### src/hw/sfc_defines.svh
// Register indices, field positions, reset values and timing counts for the axis block.
// Assumes byte address equals four times the register index on APB.
`ifndef SFC_DEFINES_SVH
`define SFC_DEFINES_SVH
`define SFC_IDX_ACTUAL 8'h01
`define SFC_IDX_CMD 8'h03
`define SFC_IDX_FASTQ 8'h19
`define SFC_IDX_BACKLASH 8'h1B
`define SFC_IDX_TTL 8'h1C
`define SFC_IDX_REFPOS 8'h1D
`define SFC_IDX_CONFIG 8'h28
`define SFC_IDX_STATUS 8'h29
`define SFC_IDX_MASK 8'h2A
`define SFC_BACKLASH_MAX 32'h00007FFF
`define SFC_BACKLASH_RST 15'h0000
`define SFC_TTL_IN_W 24
`define SFC_TTL_OUT_W 8
`define SFC_CFG_ARM 0
`define SFC_CFG_FB_LO 1
`define SFC_CFG_VALID_EN 3
`define SFC_EV_REF 0
`define SFC_EV_VALID 1
`define SFC_EV_REV 2
`define SFC_EV_W 3
`define SFC_SLOW_POLL 8
`endif

### src/hw/sfc_pkg.sv
// Types shared by the axis feedback and compensation block.
// Assumes sfc_defines.svh is on the include path.
package sfc_pkg;
  typedef enum logic [1:0] {SFC_FB_ENCODER, SFC_FB_RESOLVER, SFC_FB_ANALOG, SFC_FB_TTL} sfc_fb_t;
  typedef enum logic [1:0] {SFC_REF_IDLE, SFC_REF_ARMED, SFC_REF_INDEX} sfc_ref_state_t;
  typedef struct packed {
    logic valid_en;
    sfc_fb_t fb_type;
  } sfc_cfg_t;
  typedef struct packed {
    logic psel;
    logic penable;
    logic pwrite;
    logic [11:0] paddr;
    logic [31:0] pwdata;
  } sfc_apb_req_t;
endpackage

### src/hw/sfc_axis_comp.sv
// Axis backlash compensation, parallel TTL feedback port and reference position latch, APB slave.
// Assumes all inputs synchronous to clk and update_tick a one-cycle pulse per servo update.
`timescale 1ns/100ps
`default_nettype none
`include "sfc_defines.svh"

// Notes on behaviour
// (RL1) Reversal adds or subtracts backlash from command.
// (RL2) Correction after command; actual includes it.
// (RL3) Direction assumed positive after reset.
// (RL4) Software winds up slack before writing backlash.
// (RL5) Backlash at index 27, 0..32767, reset 0.
// (RL6) TTL read returns 24 inputs, low bits.
// (RL7) Data-valid mode: waiting flag in MSB.
// (RL8) Loop close succeeds only with flag high.
// (RL9) Software waits for flag before loop close.
// (RL10) TTL write drives eight outputs from LSBs.
// (RL11) Encoder: switch to index distance captured.
// (RL12) Resolver: absolute position at switch closure.
// (RL13) Analog or TTL: absolute position when referencing.
// (RL14) Reference counts fixed direction, ignoring polarity.
// (RL15) Capture within eight updates, one if fast.
// (RL16) Stepper axis: these functions report unsupported.
// (RL17) Fast queuing: events within one interrupt.
// (RL18) Direction from sign of change; zero keeps.
module sfc_axis_comp #(
  parameter bit STEPPER_AXIS = 1'b0,
  parameter int SLOW_POLL = `SFC_SLOW_POLL
) (
  input wire logic clk,
  input wire logic reset_n,
  input wire logic psel,
  input wire logic penable,
  input wire logic pwrite,
  input wire logic [11:0] paddr,
  input wire logic [31:0] pwdata,
  output logic [31:0] prdata,
  output logic pready,
  output logic pslverr,
  input wire logic update_tick,
  input wire logic signed [31:0] cmd_pos,
  output logic signed [31:0] drive_pos,
  input wire logic [`SFC_TTL_IN_W-1:0] ttl_in,
  output logic [`SFC_TTL_OUT_W-1:0] ttl_out,
  input wire logic signed [31:0] fb_pos,
  input wire logic ref_switch,
  input wire logic index_mark,
  input wire logic loop_close_request,
  output logic loop_close_ok,
  output logic queue_poll,
  output logic irq
);

  localparam logic [2:0] POLL_LAST = 3'(SLOW_POLL - 1);
  localparam bit HAS_FEAT = !STEPPER_AXIS;

  ////////////////////////////////////////////////////////////////////////////////
  // APB slave: one wait state, access completes on the pready edge.
  sfc_pkg::sfc_apb_req_t req;
  logic [7:0] idx;
  logic done;
  logic wr;
  logic rd;
  logic next_err;
  logic [31:0] next_rdata;
  assign req = '{psel: psel, penable: penable, pwrite: pwrite, paddr: paddr, pwdata: pwdata};
  assign idx = req.paddr[9:2];
  assign done = req.psel && req.penable && pready;
  assign wr = done && req.pwrite && !pslverr;
  assign rd = done && !req.pwrite;
  logic fastq;
  logic [14:0] backlash;
  sfc_pkg::sfc_cfg_t cfg;
  logic [`SFC_EV_W-1:0] status;
  logic [`SFC_EV_W-1:0] mask;
  logic wait_flag;
  logic signed [31:0] refpos;
  logic signed [31:0] offset;
  sfc_pkg::sfc_ref_state_t ref_state;
  always_comb
  begin
    next_rdata = 32'h00000000;
    next_err = 1'b0;
    case (idx)
      `SFC_IDX_ACTUAL: next_rdata = drive_pos;
      `SFC_IDX_CMD: next_rdata = cmd_pos;
      `SFC_IDX_FASTQ: next_rdata = {31'h00000000, fastq};
      `SFC_IDX_BACKLASH:
      begin
        next_rdata = {17'h00000, backlash};
        next_err = !HAS_FEAT || (req.pwrite && req.pwdata > `SFC_BACKLASH_MAX); // RL5 RL16
      end
      `SFC_IDX_TTL:
      begin
        next_rdata = {cfg.valid_en && wait_flag, 7'h00, ttl_in}; // RL6 RL7
        next_err = !HAS_FEAT; // RL16
      end
      `SFC_IDX_REFPOS:
      begin
        next_rdata = refpos;
        next_err = !HAS_FEAT || req.pwrite; // RL16
      end
      `SFC_IDX_CONFIG: next_rdata = {28'h0000000, cfg, ref_state != sfc_pkg::SFC_REF_IDLE};
      `SFC_IDX_STATUS: next_rdata = {29'h00000000, status};
      `SFC_IDX_MASK: next_rdata = {29'h00000000, mask};
      default: next_err = 1'b1;
    endcase
    if (!HAS_FEAT || next_err)
      next_rdata = 32'h00000000;
  end

  always_ff @(posedge clk)
  begin
    if (!reset_n)
    begin
      pready <= 1'b0;
      pslverr <= 1'b0;
      prdata <= 32'h00000000;
    end
    else
    begin
      pready <= req.psel && req.penable && !pready;
      pslverr <= req.psel && req.penable && !pready && next_err;
      if (req.psel && req.penable && !pready)
        prdata <= next_rdata;
    end
  end

  ////////////////////////////////////////////////////////////////////////////////
  // Software registers.
  always_ff @(posedge clk)
  begin
    if (!reset_n)
    begin
      fastq <= 1'b0;
      backlash <= `SFC_BACKLASH_RST;
      cfg <= '{valid_en: 1'b0, fb_type: sfc_pkg::SFC_FB_ENCODER};
      mask <= '0;
      ttl_out <= '0;
    end
    else if (wr)
    begin
      case (idx)
        `SFC_IDX_FASTQ: fastq <= req.pwdata[0];
        `SFC_IDX_BACKLASH: backlash <= req.pwdata[14:0]; // RL5
        `SFC_IDX_TTL: ttl_out <= req.pwdata[`SFC_TTL_OUT_W-1:0]; // RL10
        `SFC_IDX_CONFIG:
        begin
          cfg.valid_en <= req.pwdata[`SFC_CFG_VALID_EN];
          cfg.fb_type <= sfc_pkg::sfc_fb_t'(req.pwdata[`SFC_CFG_FB_LO+1:`SFC_CFG_FB_LO]);
        end
        `SFC_IDX_MASK: mask <= req.pwdata[`SFC_EV_W-1:0];
        default: mask <= mask;
      endcase
    end
  end

  ////////////////////////////////////////////////////////////////////////////////
  // Backlash compensation on the servo update.
  logic signed [31:0] prev_cmd;
  logic signed [31:0] delta;
  logic dir_pos;
  logic rev_neg;
  logic rev_pos;
  assign delta = cmd_pos - prev_cmd;
  assign rev_neg = update_tick && dir_pos && delta < 0; // RL18
  assign rev_pos = update_tick && !dir_pos && delta > 0; // RL18
  always_ff @(posedge clk)
  begin
    if (!reset_n)
    begin
      prev_cmd <= 32'h00000000;
      dir_pos <= 1'b1; // RL3
      offset <= 32'h00000000;
      drive_pos <= 32'h00000000;
    end
    else
    begin
      drive_pos <= cmd_pos + offset; // RL2
      if (update_tick)
        prev_cmd <= cmd_pos;
      if (rev_neg && HAS_FEAT)
      begin
        dir_pos <= 1'b0;
        offset <= offset - 32'(backlash); // RL1
      end
      else if (rev_pos && HAS_FEAT)
      begin
        dir_pos <= 1'b1;
        offset <= offset + 32'(backlash); // RL1
      end
    end
  end

  ////////////////////////////////////////////////////////////////////////////////
  // Event polling: every update with fast queuing, else every eighth.
  logic [2:0] pcnt;
  logic poll;
  assign poll = update_tick && (fastq || pcnt == POLL_LAST); // RL15 RL17
  always_ff @(posedge clk)
  begin
    if (!reset_n)
    begin
      pcnt <= 3'h0;
      queue_poll <= 1'b0;
    end
    else
    begin
      queue_poll <= poll; // RL17
      if (update_tick)
        pcnt <= (pcnt == POLL_LAST) ? 3'h0 : pcnt + 3'h1;
    end
  end

  ////////////////////////////////////////////////////////////////////////////////
  // Reference position latch; raw feedback is used so polarity setup has no effect.
  logic signed [31:0] ref_start;
  logic arm;
  logic ref_ev;
  assign arm = wr && idx == `SFC_IDX_CONFIG && req.pwdata[`SFC_CFG_ARM] && HAS_FEAT;
  always_ff @(posedge clk)
  begin
    if (!reset_n)
    begin
      ref_state <= sfc_pkg::SFC_REF_IDLE;
      ref_start <= 32'h00000000;
      refpos <= 32'h00000000;
      ref_ev <= 1'b0;
    end
    else
    begin
      ref_ev <= 1'b0;
      case (ref_state)
        sfc_pkg::SFC_REF_IDLE:
        begin
          if (arm)
            ref_state <= sfc_pkg::SFC_REF_ARMED;
        end
        sfc_pkg::SFC_REF_ARMED:
        begin
          if (poll && ref_switch)
          begin
            if (cfg.fb_type == sfc_pkg::SFC_FB_ENCODER)
            begin
              ref_start <= fb_pos; // RL11
              ref_state <= sfc_pkg::SFC_REF_INDEX;
            end
            else
            begin
              refpos <= fb_pos; // RL12 RL13 RL14
              ref_ev <= 1'b1;
              ref_state <= sfc_pkg::SFC_REF_IDLE;
            end
          end
        end
        sfc_pkg::SFC_REF_INDEX:
        begin
          if (index_mark)
          begin
            refpos <= fb_pos - ref_start; // RL11 RL14
            ref_ev <= 1'b1;
            ref_state <= sfc_pkg::SFC_REF_IDLE;
          end
        end
        default: ref_state <= sfc_pkg::SFC_REF_IDLE;
      endcase
    end
  end

  ////////////////////////////////////////////////////////////////////////////////
  // TTL valid flag and loop closing.
  logic valid_rise;
  assign valid_rise = cfg.valid_en && ttl_in[`SFC_TTL_IN_W-1] && !wait_flag;
  always_ff @(posedge clk)
  begin
    if (!reset_n)
    begin
      wait_flag <= 1'b0;
      loop_close_ok <= 1'b0;
    end
    else
    begin
      if (!cfg.valid_en)
        wait_flag <= 1'b0;
      else if (valid_rise)
        wait_flag <= 1'b1; // RL7
      loop_close_ok <= loop_close_request && HAS_FEAT && (!cfg.valid_en || wait_flag); // RL8
    end
  end

  ////////////////////////////////////////////////////////////////////////////////
  // Interrupt status, cleared by its read; a new event wins over the clear.
  logic [`SFC_EV_W-1:0] ev;
  logic st_clr;
  assign ev = {rev_neg || rev_pos, valid_rise, ref_ev};
  assign st_clr = rd && idx == `SFC_IDX_STATUS;
  always_ff @(posedge clk)
  begin
    if (!reset_n)
    begin
      status <= '0;
      irq <= 1'b0;
    end
    else
    begin
      status <= (st_clr ? '0 : status) | ev;
      irq <= |(((st_clr ? '0 : status) | ev) & mask);
    end
  end

  ////////////////////////////////////////////////////////////////////////////////
  // Checks.
  // Updates since the last event poll; bounds how late a reference capture can be.
  logic [3:0] tick_gap;
  always_ff @(posedge clk)
  begin
    if (!reset_n || poll)
      tick_gap <= 4'h0;
    else if (update_tick)
      tick_gap <= tick_gap + 4'h1;
  end
endmodule
`default_nettype wire

### config.mk
export PLATFORM = sky130hd
export DESIGN_NAME = sfc_axis_comp
export DESIGN_NICKNAME = d
export VERILOG_FILES = /design/src/hw/sfc_pkg.sv /design/src/hw/sfc_axis_comp.sv
export VERILOG_INCLUDE_DIRS = /design/src /design/src/hw
export SDC_FILE = /design/constraint.sdc
export NUM_CORES = 1
export LEC_CHECK = 0
export BUFFER_PORTS_ARGS = -buffer_cell sky130_fd_sc_hd__buf_2
export CAP_MARGIN = 20
export CORE_MARGIN = 10
export CORE_UTILIZATION = 42
export CTS_CLUSTER_SIZE = 8
export DETAILED_ROUTE_END_ITERATION = 16
export PLACE_DENSITY = 0.68
export SLEW_MARGIN = 20
export SYNTH_ARGS = -nofsm -noshare
export SYNTH_HDL_FRONTEND = slang
export SYNTH_SLANG_ARGS = --single-unit
### constraint.sdc
create_clock -name clk -period 5.45 [get_ports clk]
set_input_delay 0.545 -clock clk [delete_from_list [all_inputs] [get_ports clk]]
set_output_delay 0.545 -clock clk [all_outputs]
set_load 0.02 [all_outputs]
==> metrics.csv, run 1 <==
metric;value;unit
dpl-instance-area;19100;µm²
worstPathArrival;5.95;ns
clockBufferDepth;3;
cts_tree;built;
comb_power_share;30.5;%
synthFlopType;dfxtp_1;
p_int;0.00385;W
worst_slew_pin_slew;1.03;ns
wl;55000;µm
syn_inst;2076;
final_util;52.7;%
hp-class;in -> reg;
max_freq;0.182;GHz
period_share;101;%
outcome;finished with violations;
first_iter_violations;1384;
cts_buffers;36;
switching_share;31.6;%
initial_core_util;42.4;%
multi_input_area;11000;µm²
clk_pin_slew;0.05;ns
slew_violations;0;
p_sw;0.00178;W
yosys_warnings;0;
dieWidth;218;µm
power;0.00563;W
dr.pass1.iters;10;
fin_ws;-0.0575;ns
ant_nets;0;
synth_top_area_share;29.1;%
final-seq-area;4770;µm²
grt-ovfl-total;0;
violations;setup timing;
slowest_stage;a221o_1;
maxCapViolations;0;
worstPathMaxFanout;5;
yosys-top-cells-area;dfxtp_1 (29%), ha_1 (10%), a21oi_1 (6.5%);
grt_pass1_vias;16000;
h-tree-depth;2;
yosysSeqAreaShare;29.1;%
fillers;3646;
hold_viol;0;
syn_nets;2353;
worstSkewPairLatency;0.52;ns
synth.avg_cell_area;7.89;µm²
synth.distinct_cells;88;
portBuffers;213;
vdd_ir_drop_max;0.000199;V
synth_edf_count;0;
antenna_found_initial;2;
area_growth;24.3;%
row_count;72;
avgRoutedWirePerCell;18.7;µm
layout.nets;2685;
grt_pass1_wl;85700;µm
fin_crit;5.51;ns
yosysMostFrequentCell;nor2_1;
cts_root_buffer;clkbuf_16;
coreArea;38600;µm²
synth_top_area_cell;dfxtp_1;
setup-violations-final;1;
die_area;47300;µm²
postSynth.asyncResetShare;0;%
vias;16500;
cpMostUsedCell;o21ai_2;
fin_setup_tns;-0.0575;ns
slew_headroom;31.0;%
grt_max_degree;92;
worstRegToRegCells;26;
yosys-top-cells-count;nor2_1 (246), dfxtp_1 (238), a21oi_1 (214), nand2_1 (212), ha_1 (132);
drcViolationCount;0;
gp_routability_congestion;0.937;
dpl.cell_count;2867;
seq_power_share;33.8;%
via_per_inst;5.62;
track_usage;22.1;%
synth-seq-cells;238;
crit_path_start_kind;register;
slowest_delay;0.40;ns
p_leak;8.80;nW
rsz0062_at_grt;yes;
layout-drive-gt1-share;22.0;%
dp_hpwl;42200;µm
min_path_cells;2;
cp.required;5.90;ns
powerDensity;277;nW/µm²
criticalPathCategory;reg -> reg;
pwr-share-clk;35.7;%
final_area;20400;µm²
stdcell_count;2932;
io_pins;218;
mappedNetlistArea;16400;µm²
finClkSkew;0.0164;ns
cp-end-kind;register;
postCtsHoldBufs;0;
die_h;218;µm
cts.sinks;238;
[registers in the layout, indices dropped and copies added, names as in the netlist, 2 cells and up]
signal	count
prev_cmd	32
mask	3
status	3
ref_state	2
pcnt	3
drive_pos	32
offset	32
ttl_out	8
prdata	32
ref_start	32
cfg	3
backlash	15
refpos	32
[worst max-delay path, delay by kind of cell, from the launching register on]
kind | cells | cell delay [ns]
compound gates | 15 | 3.23
xor+xnor | 1 | 0.19
fa+ha+maj | 2 | 0.44
buf+inv | 3 | 0.34
flops | 1 | 0.33
mux | 1 | 0.14
simple gates | 4 | 0.76
[logic make-up after synthesis]
kind of cell | synth area share, %
flip-flops | 29.1
AO/OA/AOI/OAI | 25.0
XOR/XNOR | 5.66
buffers and inverters | 5.31
adder cells (fa/ha/maj) | 10.6
AND/OR/NAND/NOR | 18.4
multiplexers | 5.99
[area by class of cell]
| class | count | share of cell area [%] |
|---|---|---|
| well taps | 518 | 3.18 |
| diodes | 2 | 0.0246 |
| clock inverters | 2 | 0.141 |
| flip-flops and latches | 238 | 23.4 |
| clock buffers | 40 | 4.65 |
| multi-input cells | 1622 | 54.2 |
| inverters | 106 | 1.98 |
| repair buffers | 404 | 12.4 |
[per-stage QoR]
stage               hold slack [ns]  setup WS, ns
finish                        0.266       -0.0575
global route                  0.270        -0.342
CTS                           0.249       0.00136
detailed placement            0.446        -0.684
global placement              0.442        -0.431
floorplan                     0.432       0.00289
[per-layer routing]
metal | vias to the layer above | global-route usage (%) | wire length (µm)
met5 | - | 0 | 0
met4 | 0 | 7.25 | 1620
met1 | 7696 | 28.6 | 24100
li1 | 8109 | - | -
met3 | 99 | 3.48 | 3810
met2 | 563 | 36.8 | 25500
[placed cells by master (no fill, tap or decap), types with 62 or more instances in the layout]
| cell | Yosys | final |
|---|---|---|
| a21o_1 | 65 | 65 |
| inv_1 | 104 | 101 |
| o21ai_0 | 77 | 68 |
| xnor2_1 | 62 | 62 |
| mux2i_1 | 97 | 96 |
| a21oi_1 | 214 | 207 |
| ha_1 | 132 | 122 |
| buf_4 | 1 | 185 |
| buf_2 | 6 | 214 |
| dfxtp_1 | 238 | 234 |
| nand2_1 | 212 | 212 |
| nor2_1 | 246 | 241 |
[worst paths after layout]
| check | start | to | slack, ns |
|---|---|---|---|
| hold / removal | loop_close_request | loop_close_ok$_SDFF_PN0_ | 0.27 |
| setup / recovery | prev_cmd[1]$_SDFFE_PN0P_ | offset[31]$_SDFFE_PN0P_ | -0.06 |
| hold reg to reg | prdata[2]$_SDFFE_PN0P_ | prdata[2]$_SDFFE_PN0P_ | 0.45 |
| setup reg to reg | prev_cmd[1]$_SDFFE_PN0P_ | offset[31]$_SDFFE_PN0P_ | -0.06 |
[power groups by stage]
stage          Combinational, W  Sequential [W]  Clock (W)
4_1_cts                 0.00167         0.00190    0.00204
3_3_place_gp            0.00154         0.00193          0
2_1_floorplan           0.00104         0.00195          0
6_report                0.00172         0.00190    0.00201
3_5_place_dp            0.00157         0.00194          0
5_1_grt                 0.00189         0.00191    0.00210
[timing repair]
item / CTS / global route
buffers inserted: 18 / 10
setup endpoints to repair: 5 / 11
gates cloned: 1 / 0
resized for setup: 24 / 32
pin swaps: 19 / 23
No activity file was read; power rests on OpenSTA's default activity.
==> run 2: changes to the inputs <==
Settings changed: PLACE_DENSITY 0.68 to 0.65.
Clock period 5.45 ns to 5.3 ns, I/O delays scaled along.
==> run 2 against run 1 <==
Against the previous run:
- the flow still finishes with violations (setup timing)
- sequential share of layout area fell by 0.12 points
- die area did not move
- clock power rose by 6%
- core utilization rose by 0.26 points
- sequential cell count did not move
- global-route usage rose by 0.55 points
- critical path type unchanged
- largest cell class unchanged
- largest power group unchanged
- highest routed layer unchanged
==> metrics.csv, run 2 (synthesis gave the netlist of run 1 again) <==
metric;value;unit;change
crit_path_start_kind;register;;
final_area;20500;µm²;+0.49%
h-tree-depth;2;;unchanged
finClkSkew;0.0163;ns;-0.000120 ns
worstSkewPairLatency;0.54;ns;+0.02 ns
avgRoutedWirePerCell;19.0;µm;+1.3%
worst_slew_pin_slew;1.09;ns;+0.0541 ns
cpMostUsedCell;o21ai_2;;
final_cell_mix;nor2_1 (241), dfxtp_1 (235), buf_2 (213), nand2_1 (210), a21oi_1 (204);;
vdd_ir_drop_max;0.000221;V;+11%
first_iter_violations;1283;;-7.3%
row_count;72;;unchanged
clockBufferDepth;3;;unchanged
mostFrequentLayoutCell;nor2_1;;
worstPathArrival;5.97;ns;+0.02 ns
via_per_inst;5.59;;-0.42%
initial_core_util;42.4;%;unchanged
cts_root_buffer;clkbuf_16;;
period_share;104;%;+2.8 points
stdcell_count;2934;;+0.068%
gp_routability_congestion;0.927;;-1.0%
fin_ws;-0.205;ns;-0.148 ns
track_usage;22.6;%;+0.55 points
layout-drive-gt1-share;22.2;%;+0.21 points
slew_headroom;27.4;%;-3.6 points
grt_max_degree;125;;+36%
outcome;finished with violations;;
powerDensity;284;nW/µm²;+2.8%
max_freq;0.182;GHz;about the same
dpl-instance-area;19200;µm²;+0.85%
rsz0062_at_grt;yes;;
crit_buf_inv;2;;-1
antenna_cells;0;;-2
criticalPathCategory;reg -> reg;;
portBuffers;213;;unchanged
pre_cts_ws;-0.699;ns;-0.0147 ns
setup-violations-final;1;;unchanged
dieWidth;218;µm;unchanged
cts.sinks;238;;unchanged
grt_pass1_wl;87000;µm;+1.5%
ant_nets;0;;unchanged
io_pins;218;;unchanged
hold_viol;0;;unchanged
coreArea;38600;µm²;unchanged
path_delay_family;compound AO/OA/AOI/OAI gates;;
cts_buffers;36;;unchanged
drcViolationCount;0;;unchanged
fin_crit;5.50;ns;-0.00250 ns
dr.pass1.iters;11;;+1
cp.required;5.76;ns;-0.14 ns
dp_hpwl;42900;µm;+1.8%
cts_tree;built;;
postCtsHoldBufs;0;;unchanged
layout.nets;2684;;-0.037%
worstPathMaxFanout;6;;+1
maxCapViolations;0;;unchanged
wl;55700;µm;+1.4%
violations;setup timing;;
grt_pass1_vias;15900;;-0.43%
vias;16400;;-0.35%
slew_violations;0;;unchanged
p_leak;8.81;nW;+0.20%
die_area;47300;µm²;unchanged
slowest_stage;or4_1;;
hp-class;in -> reg;;
antenna_found_initial;0;;-2
area_growth;24.9;%;
dpl.cell_count;2881;;+0.49%
slowest_delay;0.40;ns;about the same
die_h;218;µm;unchanged
clk_pin_slew;0.05;ns;about the same
cp-end-kind;register;;
grt-ovfl-total;0;;unchanged
-- run 2: changes by cell type in the layout (fill, tap and decap cells not counted), sizes merged --
cell    change
buf         -1
diode       -2
clkbuf      +6
inv         -1
-- run 2: worst reg2reg max path, stage by stage, from the launching register on --
cell and delay [ns]:
dfxtp_2 0.33, inv_2 0.05, ha_4 0.25, nor2b_4 0.14, o31a_1 0.23, o21ai_2 0.10, o21ai_2 0.25, a31oi_4 0.15
a2111oi_4 0.33, o22a_2 0.27, xor2_4 0.21, buf_6 0.12, and3_4 0.23, a21o_1 0.11, xor2_1 0.15, ha_1 0.30
a2111oi_2 0.33, a211oi_1 0.10, o21a_2 0.17, a211oi_4 0.32, o31ai_4 0.09, o211a_1 0.22, o21ai_1 0.13, nand2b_1 0.12
a41o_1 0.21, or4_1 0.40, a21oi_1 0.13
-- run 2: what timing repair did --
item                                   CTS  global route
cloned                                   0             0
setup buffers                            0             7
resized for setup                       12            40
endpoints found under the hold margin    0             0
pin swaps                               10            19
setup endpoints to repair                9            10
-- run 2: power breakdown --
| group | total (W) | switching (W) | internal, W | leakage (nW) |
|---|---|---|---|---|
| Clock | 0.00213 | 0.000827 | 0.00130 | 0.497 |
| Combinational | 0.00173 | 0.000926 | 0.000805 | 6.38 |
| Sequential | 0.00196 | 0.0000777 | 0.00188 | 1.93 |
| Total | 0.00582 | 0.00183 | 0.00399 | 8.81 |
-- run 2: through the flow --
stage / setup TNS, ns / power (W) / hold slack (ns) / util, %
2_1_floorplan: -0.0254 / 0.00309 / 0.432 / -
3_3_place_gp: -3.93 / 0.00361 / 0.442 / 49.7
3_5_place_dp: -4.53 / 0.00363 / 0.448 / 49.7
4_1_cts: -0.204 / 0.00581 / 0.203 / 52.4
5_1_grt: -0.961 / 0.00610 / 0.218 / 53.0
6_report: -0.205 / 0.00582 / 0.230 / 53.0
-- run 2: area by class of cell --
type	count	area, µm²
clock inverters	1	16.3
multi-input cells	1622	11100
repair buffers	403	2530
clock buffers	46	1000
fillers	3709	18200
inverters	106	403
well taps	518	648
flip-flops and latches	238	4770
-- run 2: path summary, 6_finish.rpt --
path	from	endpoint	slack [ns]	depth (start not counted)
hold / removal	loop_close_request	loop_close_ok$_SDFF_PN0_	0.23	2
setup reg to reg	prev_cmd[1]$_SDFFE_PN0P_	offset[31]$_SDFFE_PN0P_	-0.20	26
hold reg to reg	ref_start[25]$_SDFFE_PN0P_	ref_start[25]$_SDFFE_PN0P_	0.45	2
setup / recovery	prev_cmd[1]$_SDFFE_PN0P_	offset[31]$_SDFFE_PN0P_	-0.20	26
-- run 2: layer usage --
metal,part of all wire (%),GRT usage (%),wire length (µm),vias to the layer above
met5,0,0,0,-
met4,2.3,6.20,1260,0
met3,6.1,4.08,3400,82
met2,47,37.5,26000,458
met1,45,29.6,25000,7770
li1,-,-,-,8099
